## config.mk

```make
export PLATFORM = sky130hd
export DESIGN_NAME = cfb_fallback_boot
export DESIGN_NICKNAME = d
export VERILOG_FILES = /design/src/verilog/cfb_pkg.sv /design/src/verilog/cfb_fallback_boot.sv
export VERILOG_INCLUDE_DIRS = /design/src /design/src/verilog
export SDC_FILE = /design/constraint.sdc
export NUM_CORES = 1
export LEC_CHECK = 0
export BUFFER_PORTS_ARGS = -buffer_cell sky130_fd_sc_hd__clkbuf_2
export CORE_ASPECT_RATIO = 0.8
export CORE_UTILIZATION = 56
export CTS_CLUSTER_DIAMETER = 120
export CTS_CLUSTER_SIZE = 25
export DETAILED_ROUTE_END_ITERATION = 8
export GPL_ROUTABILITY_DRIVEN = 0
export PLACE_DENSITY_LB_ADDON = 0.15
export SYNTH_ARGS = -nofsm -noshare
export SYNTH_HDL_FRONTEND = slang
export SYNTH_SLANG_ARGS = --single-unit
export TNS_END_PERCENT = 10
```

## constraint.sdc

```tcl
create_clock -name mclk -period 6.55 [get_ports mclk]
set_input_delay 0.9825 -clock mclk [delete_from_list [all_inputs] [get_ports mclk]]
set_output_delay 0.9825 -clock mclk [all_outputs]
set_load 0.02 [all_outputs]
```

## src/verilog/cfb_defines.svh

```systemverilog
// Constants of the configuration fallback boot controller.
// Assumes inclusion by bare name from the top module.
`ifndef CFB_DEFINES_SVH
`define CFB_DEFINES_SVH
// ******************************
// Register offsets (byte addresses)
// ******************************
`define CFB_ADDR_CTRL 8'h00
`define CFB_ADDR_WBSTART 8'h04
`define CFB_ADDR_CMD 8'h08
`define CFB_ADDR_STATUS 8'h0C
`define CFB_ADDR_HIST 8'h10
// ******************************
// Field positions
// ******************************
`define CFB_CTRL_FBDIS 0
`define CFB_CTRL_ENCRYPT 1
`define CFB_CTRL_SLVPAR 2
`define CFB_CTRL_MODE 4
`define CFB_CTRL_WDT_EN 8
`define CFB_CTRL_WDT_MON 9
`define CFB_WB_RS 26
`define CFB_CMD_INT_PROG 0
// ******************************
// Reset values and addresses
// ******************************
`define CFB_CTRL_RESET 32'h0000_0000
`define CFB_WB_RESET 28'h000_0000
`define CFB_ADDR_UP_DEF 26'h000_0000
`define CFB_ADDR_DOWN_DEF 26'h3FF_FFFF
`define CFB_ADDR_DOWN_FB 26'h00F_FFFF
`define CFB_RS_FALLBACK 2'h0
`define CFB_RESP_OKAY 2'h0
`define CFB_RESP_SLVERR 2'h2
// ******************************
// Timing
// ******************************
`define CFB_CLK_PERIOD_NS 8
`define CFB_RST_PULSE_NS 64
`endif

```

## src/verilog/cfb_pkg.sv

```systemverilog
// Types of the configuration fallback boot controller.
// Assumes cfb_defines.svh is on the include path.
package cfb_pkg;
  typedef enum logic [2:0] {CFB_RESET, CFB_CLEAR, CFB_LOAD, CFB_DONE, CFB_LOCK} cfb_state_e;
  typedef enum logic [1:0] {CFB_MODE_SPI, CFB_MODE_UP, CFB_MODE_DOWN, CFB_MODE_OTHER} cfb_mode_e;
  typedef struct packed {
    logic program_pin_n;
    logic jtag_program;
    logic int_prog_cmd;
    logic err_id;
    logic err_crc;
    logic err_wrap;
    logic wdt_expire;
    logic mem_clear_done;
    logic cfg_complete;
  } cfb_evt_s;
  typedef struct packed {
    logic rst_pulse;
    logic clr_req;
    logic init_b;
    logic done;
    logic [1:0] rs_o;
    logic rs_oe;
    logic rs_pu;
    logic rs_pd;
    logic [25:0] start_addr;
    logic read_en;
    logic wdt_en;
    logic int_prog_ignored;
  } cfb_pins_s;
  typedef struct packed {
    cfb_state_e st;
    logic [7:0] cnt;
    logic fb;
    logic fb_seen;
    logic from_ip;
    logic ip_seen;
    logic [15:0] hist;
    logic [31:0] ctrl;
    logic [27:0] wb;
    logic aw_v;
    logic [7:0] aw_a;
    logic w_v;
    logic [31:0] w_d;
    logic [3:0] w_s;
    logic bvalid;
    logic [1:0] bresp;
    logic rvalid;
    logic [1:0] rresp;
    logic [31:0] rdata;
    cfb_pins_s pins;
  } cfb_state_s;
endpackage

```

## src/verilog/cfb_fallback_boot.sv

```systemverilog
// Fallback reboot controller of the configuration engine, AXI4-Lite slave.
// Assumes event inputs synchronous to mclk and a flash reader that obeys its outputs.
// Operation
// Reboot pulse resets configuration, keeps reboot state
// Pulse drops init and done, then clears
// Pull-ups first load, pull-downs after done
// On error pulse reset, drive select 00
// Id, checksum, watchdog, wrap errors trigger fallback
// Watchdog in monitor mode triggers after done
// Second failure stops, init and done low
// No fallback if encrypted, slave parallel, disabled
// Ignore embedded program command during fallback
// Watchdog off during and after fallback
// Warm boot after fallback re-enables watchdog
// Upward parallel fallback address starts at 0
// Downward parallel fallback address 0x000FFFFF
// Serial flash fallback read address is 0
// System stores safe image at select 00
// Program pin, JTAG program, power-on start config
// Keep reading flash until done goes high
// System pads images for lock waits
// Software checks history after fallback
// History is two entries, newest in entry zero
// Default start address by flash mode
// Fallback load remembered, second failure locks
//
// Implementation choices: the AXI4-Lite slave port and the address map.
`include "cfb_defines.svh"
`timescale 1ns/10ps
`default_nettype none
module cfb_fallback_boot #(
  parameter int RST_PULSE_NS = `CFB_RST_PULSE_NS
) (
  input wire logic mclk,
  input wire logic resetn,
  input wire logic [7:0] s_axi_awaddr,
  input wire logic s_axi_awvalid,
  output logic s_axi_awready,
  input wire logic [31:0] s_axi_wdata,
  input wire logic [3:0] s_axi_wstrb,
  input wire logic s_axi_wvalid,
  output logic s_axi_wready,
  output logic [1:0] s_axi_bresp,
  output logic s_axi_bvalid,
  input wire logic s_axi_bready,
  input wire logic [7:0] s_axi_araddr,
  input wire logic s_axi_arvalid,
  output logic s_axi_arready,
  output logic [31:0] s_axi_rdata,
  output logic [1:0] s_axi_rresp,
  output logic s_axi_rvalid,
  input wire logic s_axi_rready,
  input wire cfb_pkg::cfb_evt_s evt,
  output cfb_pkg::cfb_pins_s pins
);
  // ******************************
  // Derived counts
  // ******************************
  localparam int RST_CYC_I = (RST_PULSE_NS + `CFB_CLK_PERIOD_NS - 1) / `CFB_CLK_PERIOD_NS;
  localparam logic [7:0] RST_CYC = (RST_CYC_I < 1) ? 8'h01 : 8'(RST_CYC_I);

  // ******************************
  // Helpers
  // ******************************
  function automatic logic [31:0] merge(input logic [31:0] old, input logic [31:0] d, input logic [3:0] be);
    logic [31:0] r;
    r = old;
    for (int i = 0; i < 4; i++) begin
      if (be[i]) begin
        r[i*8 +: 8] = d[i*8 +: 8];
      end
    end
    return r;
  endfunction

  function automatic logic [15:0] push(input logic [15:0] h, input logic [7:0] rec);
    return {h[7:0], rec};
  endfunction

  function automatic logic [25:0] def_addr(input cfb_pkg::cfb_mode_e m);
    return (m == cfb_pkg::CFB_MODE_DOWN) ? `CFB_ADDR_DOWN_DEF : `CFB_ADDR_UP_DEF;
  endfunction

  function automatic logic [7:0] word_addr(input logic [7:0] a);
    return {a[7:2], 2'h0};
  endfunction

  function automatic logic [7:0] hist_rec(input logic [2:0] errs, input logic wto, input logic ipc, input logic fb,
                                          input logic ok);
    return {1'b0, errs, wto, ipc, fb, ok};
  endfunction

  // ******************************
  // Reset release
  // ******************************
  logic [1:0] rst_sync_r;
  logic rst_n;
  always_ff @(posedge mclk or negedge resetn) begin
    if (!resetn) begin
      rst_sync_r <= 2'h0;
    end else begin
      rst_sync_r <= {rst_sync_r[0], 1'b1};
    end
  end
  assign rst_n = rst_sync_r[1];

  // ******************************
  // State
  // ******************************
  cfb_pkg::cfb_state_s s_r;
  cfb_pkg::cfb_state_s s_nxt;
  cfb_pkg::cfb_mode_e mode;
  logic fb_ok;
  logic wdt_on;
  assign mode = cfb_pkg::cfb_mode_e'(s_r.ctrl[`CFB_CTRL_MODE +: 2]);
  assign fb_ok = !s_r.ctrl[`CFB_CTRL_FBDIS] && !s_r.ctrl[`CFB_CTRL_ENCRYPT] && !s_r.ctrl[`CFB_CTRL_SLVPAR];
  assign wdt_on = s_r.ctrl[`CFB_CTRL_WDT_EN] && !s_r.fb_seen;

  always_comb begin
    logic ip_req;
    logic err_load;
    logic err_user;
    logic wto;
    logic [31:0] rd;
    logic [1:0] rr;
    ip_req = 1'b0;
    err_load = 1'b0;
    err_user = 1'b0;
    wto = 1'b0;
    rd = 32'h0000_0000;
    rr = `CFB_RESP_OKAY;
    s_nxt = s_r;
    s_nxt.pins.int_prog_ignored = 1'b0;

    // ******************************
    // Register writes
    // ******************************
    // Address and data are latched separately, in either order
    if (s_axi_awvalid && s_axi_awready) begin
      s_nxt.aw_v = 1'b1;
      s_nxt.aw_a = s_axi_awaddr;
    end
    if (s_axi_wvalid && s_axi_wready) begin
      s_nxt.w_v = 1'b1;
      s_nxt.w_d = s_axi_wdata;
      s_nxt.w_s = s_axi_wstrb;
    end
    if (s_r.aw_v && s_r.w_v) begin
      s_nxt.aw_v = 1'b0;
      s_nxt.w_v = 1'b0;
      s_nxt.bvalid = 1'b1;
      s_nxt.bresp = `CFB_RESP_OKAY;
      case (word_addr(s_r.aw_a))
        `CFB_ADDR_CTRL: begin
          s_nxt.ctrl = merge(s_r.ctrl, s_r.w_d, s_r.w_s) & 32'h0000_0337;
        end
        `CFB_ADDR_WBSTART: begin
          s_nxt.wb = 28'(merge({4'h0, s_r.wb}, s_r.w_d, s_r.w_s));
        end
        `CFB_ADDR_CMD: begin
          ip_req = s_r.w_s[0] && s_r.w_d[`CFB_CMD_INT_PROG];
        end
        `CFB_ADDR_STATUS, `CFB_ADDR_HIST: begin
        end
        default: begin
          s_nxt.bresp = `CFB_RESP_SLVERR;
        end
      endcase
    end
    if (s_r.bvalid && s_axi_bready) begin
      s_nxt.bvalid = 1'b0;
    end
    if (s_r.rvalid && s_axi_rready) begin
      s_nxt.rvalid = 1'b0;
    end
    // ******************************
    // Register reads
    // ******************************
    if (s_axi_arvalid && s_axi_arready) begin
      case (word_addr(s_axi_araddr))
        `CFB_ADDR_CTRL: begin
          rd = s_r.ctrl;
        end
        `CFB_ADDR_WBSTART: begin
          rd = {4'h0, s_r.wb};
        end
        `CFB_ADDR_CMD: begin
          rd = 32'h0000_0000;
        end
        `CFB_ADDR_STATUS: begin
          rd = {22'h00_0000, s_r.pins.wdt_en, s_r.fb_seen, s_r.fb, s_r.pins.done, s_r.pins.init_b, 2'h0, s_r.st};
        end
        `CFB_ADDR_HIST: begin
          rd = {16'h0000, s_r.hist};
        end
        default: begin
          rr = `CFB_RESP_SLVERR;
        end
      endcase
      s_nxt.rvalid = 1'b1;
      s_nxt.rdata = rd;
      s_nxt.rresp = rr;
    end

    // ******************************
    // Configuration sequencing
    // ******************************
    ip_req = ip_req || evt.int_prog_cmd;
    wto = evt.wdt_expire && wdt_on;
    err_load = (s_r.st == cfb_pkg::CFB_LOAD) && (evt.err_id || evt.err_crc || evt.err_wrap || wto);
    err_user = (s_r.st == cfb_pkg::CFB_DONE) && wto && s_r.ctrl[`CFB_CTRL_WDT_MON];

    if (!evt.program_pin_n || evt.jtag_program) begin
      // Full restart clears the fallback record but keeps the history
      s_nxt.st = cfb_pkg::CFB_RESET;
      s_nxt.cnt = 8'h00;
      s_nxt.fb = 1'b0;
      s_nxt.fb_seen = 1'b0;
      s_nxt.from_ip = 1'b0;
      s_nxt.ip_seen = 1'b0;
      s_nxt.pins.rs_oe = 1'b0;
      s_nxt.pins.start_addr = def_addr(mode);
    end else if (err_load || err_user) begin
      s_nxt.hist = push(s_r.hist, hist_rec({evt.err_wrap, evt.err_crc, evt.err_id}, wto,
                                           s_r.ip_seen, s_r.fb, 1'b1));
      if (s_r.fb || !fb_ok) begin
        s_nxt.st = cfb_pkg::CFB_LOCK;
      end else begin
        s_nxt.st = cfb_pkg::CFB_RESET;
        s_nxt.cnt = 8'h00;
        s_nxt.fb = 1'b1;
        s_nxt.fb_seen = 1'b1;
        s_nxt.from_ip = 1'b0;
        s_nxt.ip_seen = 1'b0;
        s_nxt.pins.rs_oe = 1'b1;
        s_nxt.pins.rs_o = `CFB_RS_FALLBACK;
        case (mode)
          cfb_pkg::CFB_MODE_DOWN: begin
            s_nxt.pins.start_addr = `CFB_ADDR_DOWN_FB;
          end
          cfb_pkg::CFB_MODE_UP: begin
            s_nxt.pins.start_addr = `CFB_ADDR_UP_DEF;
          end
          default: begin
            s_nxt.pins.start_addr = `CFB_ADDR_UP_DEF;
          end
        endcase
      end
    end else begin
      case (s_r.st)
        cfb_pkg::CFB_RESET: begin
          s_nxt.cnt = s_r.cnt + 8'h01;
          if (s_r.cnt == RST_CYC - 8'h01) begin
            s_nxt.st = cfb_pkg::CFB_CLEAR;
          end
        end
        cfb_pkg::CFB_CLEAR: begin
          if (evt.mem_clear_done) begin
            s_nxt.st = cfb_pkg::CFB_LOAD;
          end
        end
        cfb_pkg::CFB_LOAD: begin
          if (evt.cfg_complete) begin
            s_nxt.st = cfb_pkg::CFB_DONE;
            s_nxt.pins.rs_oe = 1'b0;
            s_nxt.hist = push(s_r.hist, hist_rec(3'h0, 1'b0, s_r.ip_seen || (ip_req && s_r.fb),
                                                 s_r.fb, 1'b1));
            if (s_r.from_ip && !s_r.fb) begin
              s_nxt.fb_seen = 1'b0;
            end
          end else if (ip_req && s_r.fb) begin
            s_nxt.ip_seen = 1'b1;
            s_nxt.pins.int_prog_ignored = 1'b1;
          end else if (ip_req) begin
            s_nxt.ip_seen = 1'b1;
          end
        end
        cfb_pkg::CFB_DONE: begin
          if (ip_req) begin
            // Warm boot keeps history and fb_seen, clears fb, takes start address and select from the warm boot register
            s_nxt.st = cfb_pkg::CFB_RESET;
            s_nxt.cnt = 8'h00;
            s_nxt.fb = 1'b0;
            s_nxt.from_ip = 1'b1;
            s_nxt.ip_seen = 1'b1;
            s_nxt.pins.rs_oe = 1'b1;
            s_nxt.pins.rs_o = s_r.wb[`CFB_WB_RS +: 2];
            s_nxt.pins.start_addr = s_r.wb[25:0];
          end
        end
        cfb_pkg::CFB_LOCK: begin
          s_nxt.st = cfb_pkg::CFB_LOCK;
        end
        default: begin
          s_nxt.st = cfb_pkg::CFB_LOCK;
        end
      endcase
    end

    // ******************************
    // Pin decode
    // ******************************
    // Pins follow the next state so they come straight from flops
    s_nxt.pins.rst_pulse = (s_nxt.st == cfb_pkg::CFB_RESET);
    s_nxt.pins.clr_req = (s_nxt.st == cfb_pkg::CFB_CLEAR);
    s_nxt.pins.init_b = (s_nxt.st == cfb_pkg::CFB_LOAD) || (s_nxt.st == cfb_pkg::CFB_DONE);
    s_nxt.pins.done = (s_nxt.st == cfb_pkg::CFB_DONE);
    s_nxt.pins.read_en = (s_nxt.st == cfb_pkg::CFB_LOAD);
    s_nxt.pins.rs_pu = !s_nxt.pins.rs_oe && (s_nxt.st != cfb_pkg::CFB_DONE);
    s_nxt.pins.rs_pd = !s_nxt.pins.rs_oe && (s_nxt.st == cfb_pkg::CFB_DONE);
    s_nxt.pins.wdt_en = s_nxt.ctrl[`CFB_CTRL_WDT_EN] && !s_nxt.fb_seen;
  end

  always_ff @(posedge mclk or negedge rst_n) begin
    if (!rst_n) begin
      s_r <= '0;
      s_r.st <= cfb_pkg::CFB_RESET;
      s_r.ctrl <= `CFB_CTRL_RESET;
      s_r.wb <= `CFB_WB_RESET;
      s_r.pins.rst_pulse <= 1'b1;
      s_r.pins.rs_pu <= 1'b1;
      s_r.pins.start_addr <= `CFB_ADDR_UP_DEF;
    end else begin
      s_r <= s_nxt;
    end
  end

  // ******************************
  // Outputs
  // ******************************
  assign s_axi_awready = !s_r.aw_v && !s_r.bvalid;
  assign s_axi_wready = !s_r.w_v && !s_r.bvalid;
  assign s_axi_bvalid = s_r.bvalid;
  assign s_axi_bresp = s_r.bresp;
  assign s_axi_arready = !s_r.rvalid;
  assign s_axi_rvalid = s_r.rvalid;
  assign s_axi_rdata = s_r.rdata;
  assign s_axi_rresp = s_r.rresp;

  // ******************************
  // Pin outputs
  // ******************************
  assign pins = s_r.pins;
endmodule
`default_nettype wire

```

# Yosys cells after proc, flatten, opt, wreduce, memory -nomap -nowiden

Index checks and enable logic that the tools add are counted.

Register bits after elaboration: 190
Output and inout bits: 79
Word-level logic and storage cells: 195
Input bits: 68

Equal/unequal tests: 22
Mux-type cells: 62
Bitwise logic cells: 1
$add $sub $neg: 1
Reduce and logical (&&, ||, !) cells: 72

Operator list:

| cell                 | number |
|---|---|
| $mux W26             | 6 |
| $pmux W28 S4         | 1 |
| $mux W38             | 1 |
| $mux W37             | 1 |
| $mux W35             | 1 |
| $mux W16             | 2 |
| $mux W31             | 1 |
| $mux W28             | 1 |
| $reduce_and A3 Y1    | 9 |
| $eq A6 B2 Y1 const B | 4 |
| $mux W12             | 2 |
| $mux W3              | 8 |
| $mux W8              | 3 |
| $logic_and A1 B1 Y1  | 21 |
| $mux W1              | 21 |
| $mux W20             | 1 |
| $mux W9              | 2 |
| $pmux W8 S2          | 1 |
| $reduce_bool A2 Y1   | 8 |
| $mux W15             | 1 |
| $logic_not A1 Y1     | 13 |
| $eq A3 B2 Y1 const B | 4 |
| $eq A6 B1 Y1 const B | 2 |
| $eq A6 B3 Y1 const B | 2 |
| other kinds (23)     | 42 |

# Longest topological paths before layout

Word-level depth: 12
Mapped depth: 8
Mapped depth without buffers: 6

# Worst setup path before layout

OpenSTA, ideal clock, no wires.

Path kind: input-to-reg
From: input evt[5] (netlist name)
To: register s_r[193] (netlist name)
Cell stages on the path: 5
Slack: 3.852 ns
Arrival: 2.574 ns
Buffers on the path: 1
Library setup time: 0.125 ns
Required time: 6.425 ns
Path through: or3_1 > a21o_1 > a31oi_2 > buf_2 > mux2_2

Longest elaborated chain between the ends: 7
Elaborated cells on any way between the ends: 9
Those cells by class: 1 x mux; 8 x reduce/logical

RTL lines:

| what                              | line                     | source |
|---|---|---|
| start, declared                   | cfb_fallback_boot.sv:53  | `input wire cfb_pkg::cfb_evt_s evt,` |
| $logic_or A1 B1 Y1 * (3 in a row) | cfb_fallback_boot.sv:210 | `err_load = (s_r.st == cfb_pkg::CFB_LOAD) && (evt.err_id \|\| evt.err_crc \|\| evt.err_wrap \|\| wto);` |
| $logic_and A1 B1 Y1 *             | cfb_fallback_boot.sv:210 |  |
| $logic_or A1 B1 Y1 *              | cfb_fallback_boot.sv:223 | `end else if (err_load \|\| err_user) begin` |
| $reduce_bool A2 Y1 (no line)      | n/a                      |  |
| $reduce_and A3 Y1 (no line)       | n/a                      |  |
| end signal, assigned              | cfb_fallback_boot.sv:324 | `s_r <= s_nxt;` |
| end, declared                     | cfb_fallback_boot.sv:110 | `cfb_pkg::cfb_state_s s_r;` |

Every way passes the cells marked *; elsewhere a longest branch is shown, timed or not.
A chain may end at the register's enable or synchronous reset.

# Final worst setup path

From: input evt[5] (netlist name)
To: register pins[19] (netlist name)

Longest elaborated chain between the ends: 7
Elaborated cells on any way between the ends: 11
Those cells by class: 1 x eq/ne; 2 x mux; 8 x reduce/logical

RTL lines:

| what                                                           | line |
|---|---|
| $logic_or A1 B1 Y1 * (3 in a row)                              | cfb_fallback_boot.sv:210 |
| $logic_and A1 B1 Y1 *                                          | cfb_fallback_boot.sv:210 |
| $logic_or A1 B1 Y1 *                                           | cfb_fallback_boot.sv:223 |
| $ne A3 B3 Y1 (no line) (tied with other cells)                 | n/a |
| $reduce_and A3 Y1 (no line) / $mux W26 (equally long branches) | n/a |

Marks and branches as above.

==> summary.md <==
| Metric | Value |
|---|---|
| Largest net degree at the start of global routing | 84 |
| Yosys warns | 0 |
| Worst path slowest cell | or2_1 |
| RR Endpoint | pins[19] |
| Leakage Power | about 4.3 nW |
| Clock Tree Buf Depth | 2 |
| Synth async-reset ratio | 100% |
| Worst-margin pin slew | between 1 and 1.5 ns |
| DP HPWL | 12300 um |
| Tcrit/Tclk final | 51.5% |
| TritonCTS buffer count | 17 |
| DR WL/cell | 18.9 um |
| CTS H-Tree Depth | 4 |
| Top cell family by delay on the critical path | simple AND/OR/NAND/NOR gates |
| Drt pass-1 iters | 8 |
| # IOs | 147 |
| CTS sink count | 176 |
| Most frequent cells in the layout | 173 x dfrtp_1, 132 x clkbuf_2, 82 x mux2_2, 61 x nand2_1, 37 x a21oi_1 |
| Worst Path Arrival | 3.72 ns |
| Class of the worst hold path | input port to asynchronous set/reset pin |
| Fin nets | 816 |
| Number of global-route vias before repair | about 5300 |
| Area Growth Syn to Fin | 10.1% |
| Skew-Pair Late Insertion Delay | 0.43 ns |
| Cell Rows | 38 |
| Max Clock Skew | 0.00656 ns |
| Xor/xnor share of the synthesized area | 0.110% |
| Number of vias per cell | around 5.8 |
| Die area | 14800 um^2 |
| Hold buffers post-CTS | 0 |
| Initial antenna violation count | 0 |
| Layout Cells excl Fill | 940 |
| Pwr dens | ~350 nW/um^2 |
| Core Util, Final | between 60% and 70% |
| Yosys reg bits | 176 |
| Routed WL | 17700 um |
| Outcome | finished clean |
| Slowest stage delay, CP | around 0.88 ns |
| Pre-CTS setup slack | 2.80 ns |
| Overflow after GRT | 0 |
| Filler Cell Count | 1108 |
| Starting Density | 58.2% |
| Post-DRT Antenna Nets | 0 |
| Crit path launch | evt[5] |
| Vias | 5417 |
| RSZ-0062 raised after global routing | no |
| DRC | 0 |
| Buf/Inv on CP | 2 |
| GRT Overall Usage | 25.3% |
| Worst reg-to-reg path cell count | 6 |
| Max Slew Vio Count | 0 |
| # resized after CTS | 0 |
| CTS clk-pin slew, worst paths | ~0.060 ns |
| # Post-CTS Setup Buffers | 0 |
| Die Y-Extent | 109 um |
| Synth unique cells | 60 |
| VDD IR max | 0.227 mV |
| Critical Path, Cell by Cell | clkbuf_2, or3_1, a21o_1, a221oi_2, buf_4, or2_1, mux2i_1 |
| Tot Pwr | 3.05 mW |
| Placed cell count | 908 |
| Critical Path End Type | register |
| Starting DRC count in detailed routing | ~470 |
| Top FF cell, synth | dfrtp_1 |
| Final setup TNS | 0 ns |
| Global-route wire length before repair | approximately 28000 um |
| R2r setup slk | 3.42 ns |
| Main combinational cell family by area after synthesis | compound AO/OA/AOI/OAI gates |
| Max Freq | 296 MHz |
| Rel. slew slack | between 10 and 15% |
| CP Max Fanout | 32 |
| Number of max-cap violations | 0 |
| Synth Cell Area | 8000 um^2 |
| IO buf count | between 100 and 150 |
| Period minus WS final | 3.38 ns |
| Diodes inserted | 0 |
| Synth Area in Simple Gates | under 10% |
| Syn Area/Cell | ~12 um^2 |
| Root Buffer | clkbuf_16 |
| Final WS setup | 3.17 ns |
| WP data required | 6.89 ns |
| Compound-Gate Fraction of Synth Area | 13.4% |
| Mapped Cells | 693 |
| Die Wd | 136 um |
| Layout cells sized above 1 | 34.7% |
| Register area share after synthesis | 55.1% |
| Commonest non-fill, non-tap cell in the layout | dfrtp_1 |
| Setup-failing EPs final | 0 |
| Mux cell area share after synthesis | 12.5% |
| Critical path class | input port to register |
| CP Launch Type | input port |
| Post-synth EDFFs | 0 |
| CTS tree | done |
| Critical R2R Launch | s_r[210] |
| Synth Area in Adders | less than 1% |
| Final Hold Vio Count | 0 |
| Final hold slack | about 0.32 ns |
| Design area | around 9000 um^2 |
| Core area | 13700 um^2 |
| Placed cell areas | 8260 um^2 |
[area by class of cell]
cell class | instances | area, um^2 | share of cell area (%)
timing repair buffer | 139 | 713 | 8.10
clock buffer | 22 | 454 | 5.16
multi-input combinational | 377 | 2780 | 31.6
inverter | 36 | 135 | 1.53
tap | 180 | 225 | 2.56
sequential | 176 | 4410 | 50.1
clock inverter | 10 | 88.8 | 1.01
[worst max-delay path by stage]
stage	endpoint	slack, ns	cells after the start
floorplan	mode[0]	1.29	0
detailed placement	pins[18]	2.80	7
global placement	pins[18]	2.84	7
finish	pins[19]	3.17	7
global route	pins[4]	3.08	7
CTS	pins[21]	3.22	7
[routing by layer]
| layer | vias to the layer above | global-route usage (%) | part of all wire [%] |
|---|---|---|---|
| met4 | 0 | 9.39 | 1.7 |
| met5 | - | 0 | 0 |
| met1 | 2692 | 35.2 | 46 |
| met3 | 21 | 6.28 | 7.5 |
| li1 | 2496 | - | - |
| met2 | 208 | 38.5 | 45 |
[logic make-up after synthesis]
logic type	count (synthesis)
flops	176
compound gates	149
buf+inv	145
simple gates	129
mux	90
other cells	2
fa+ha+maj	1
xor+xnor	1
[worst register-to-register path, stage by stage, from the launching register on]
cell and delay [ns]:
dfrtp_1 0.52, clkinv_1 0.32, a21o_1 0.34, a221oi_2 0.31, buf_4 0.37, or2_1 0.89
mux2i_1 0.30
[synth_stat cells (all sizes together) (2+ instances only)]
library cell  count  area, um^2
o21bai            2        15.0
o21a              3        22.5
inv              35         131
a2111oi          23         220
dfstp             2        52.6
a21oi            39         199
nand3             6        30.0
dfrtp           174        4350
nand2            61         229
and3              4        25.0
and2              2        12.5
nand4             4        25.0
nor4              5        31.3
mux2             82         923
o21ai            31         155
a21o             12        90.1
a222oi            8        80.1
a211oi            4        30.0
a22oi             7        52.6
nor2b             3        18.8
and3b             2        17.5
buf              86         631
a31oi             2        18.8
conb              2        7.51
or4               2        15.0
nor3             13        70.1
mux2i             8        80.1
clkbuf           23        86.3
a22o              6        52.6
nand2b            8        50.1
nor2             11        41.3
or3               3        23.8
[power by group]
| part | internal (mW) | switching (mW) |
|---|---|---|
| clock network | 0.530 | 0.409 |
| registers | 1.33 | 0.184 |
| logic | 0.281 | 0.316 |
[state kept, by name, indices dropped and copies added, names as in the netlist]
name and count:
mode 2, pins 38, rst_sync_r 2, s_axi_bresp 1
s_axi_bvalid 1, s_axi_rdata 28, s_axi_rresp 1, s_axi_rvalid 1
s_r 102
No activity file was read; power rests on OpenSTA's default activity.
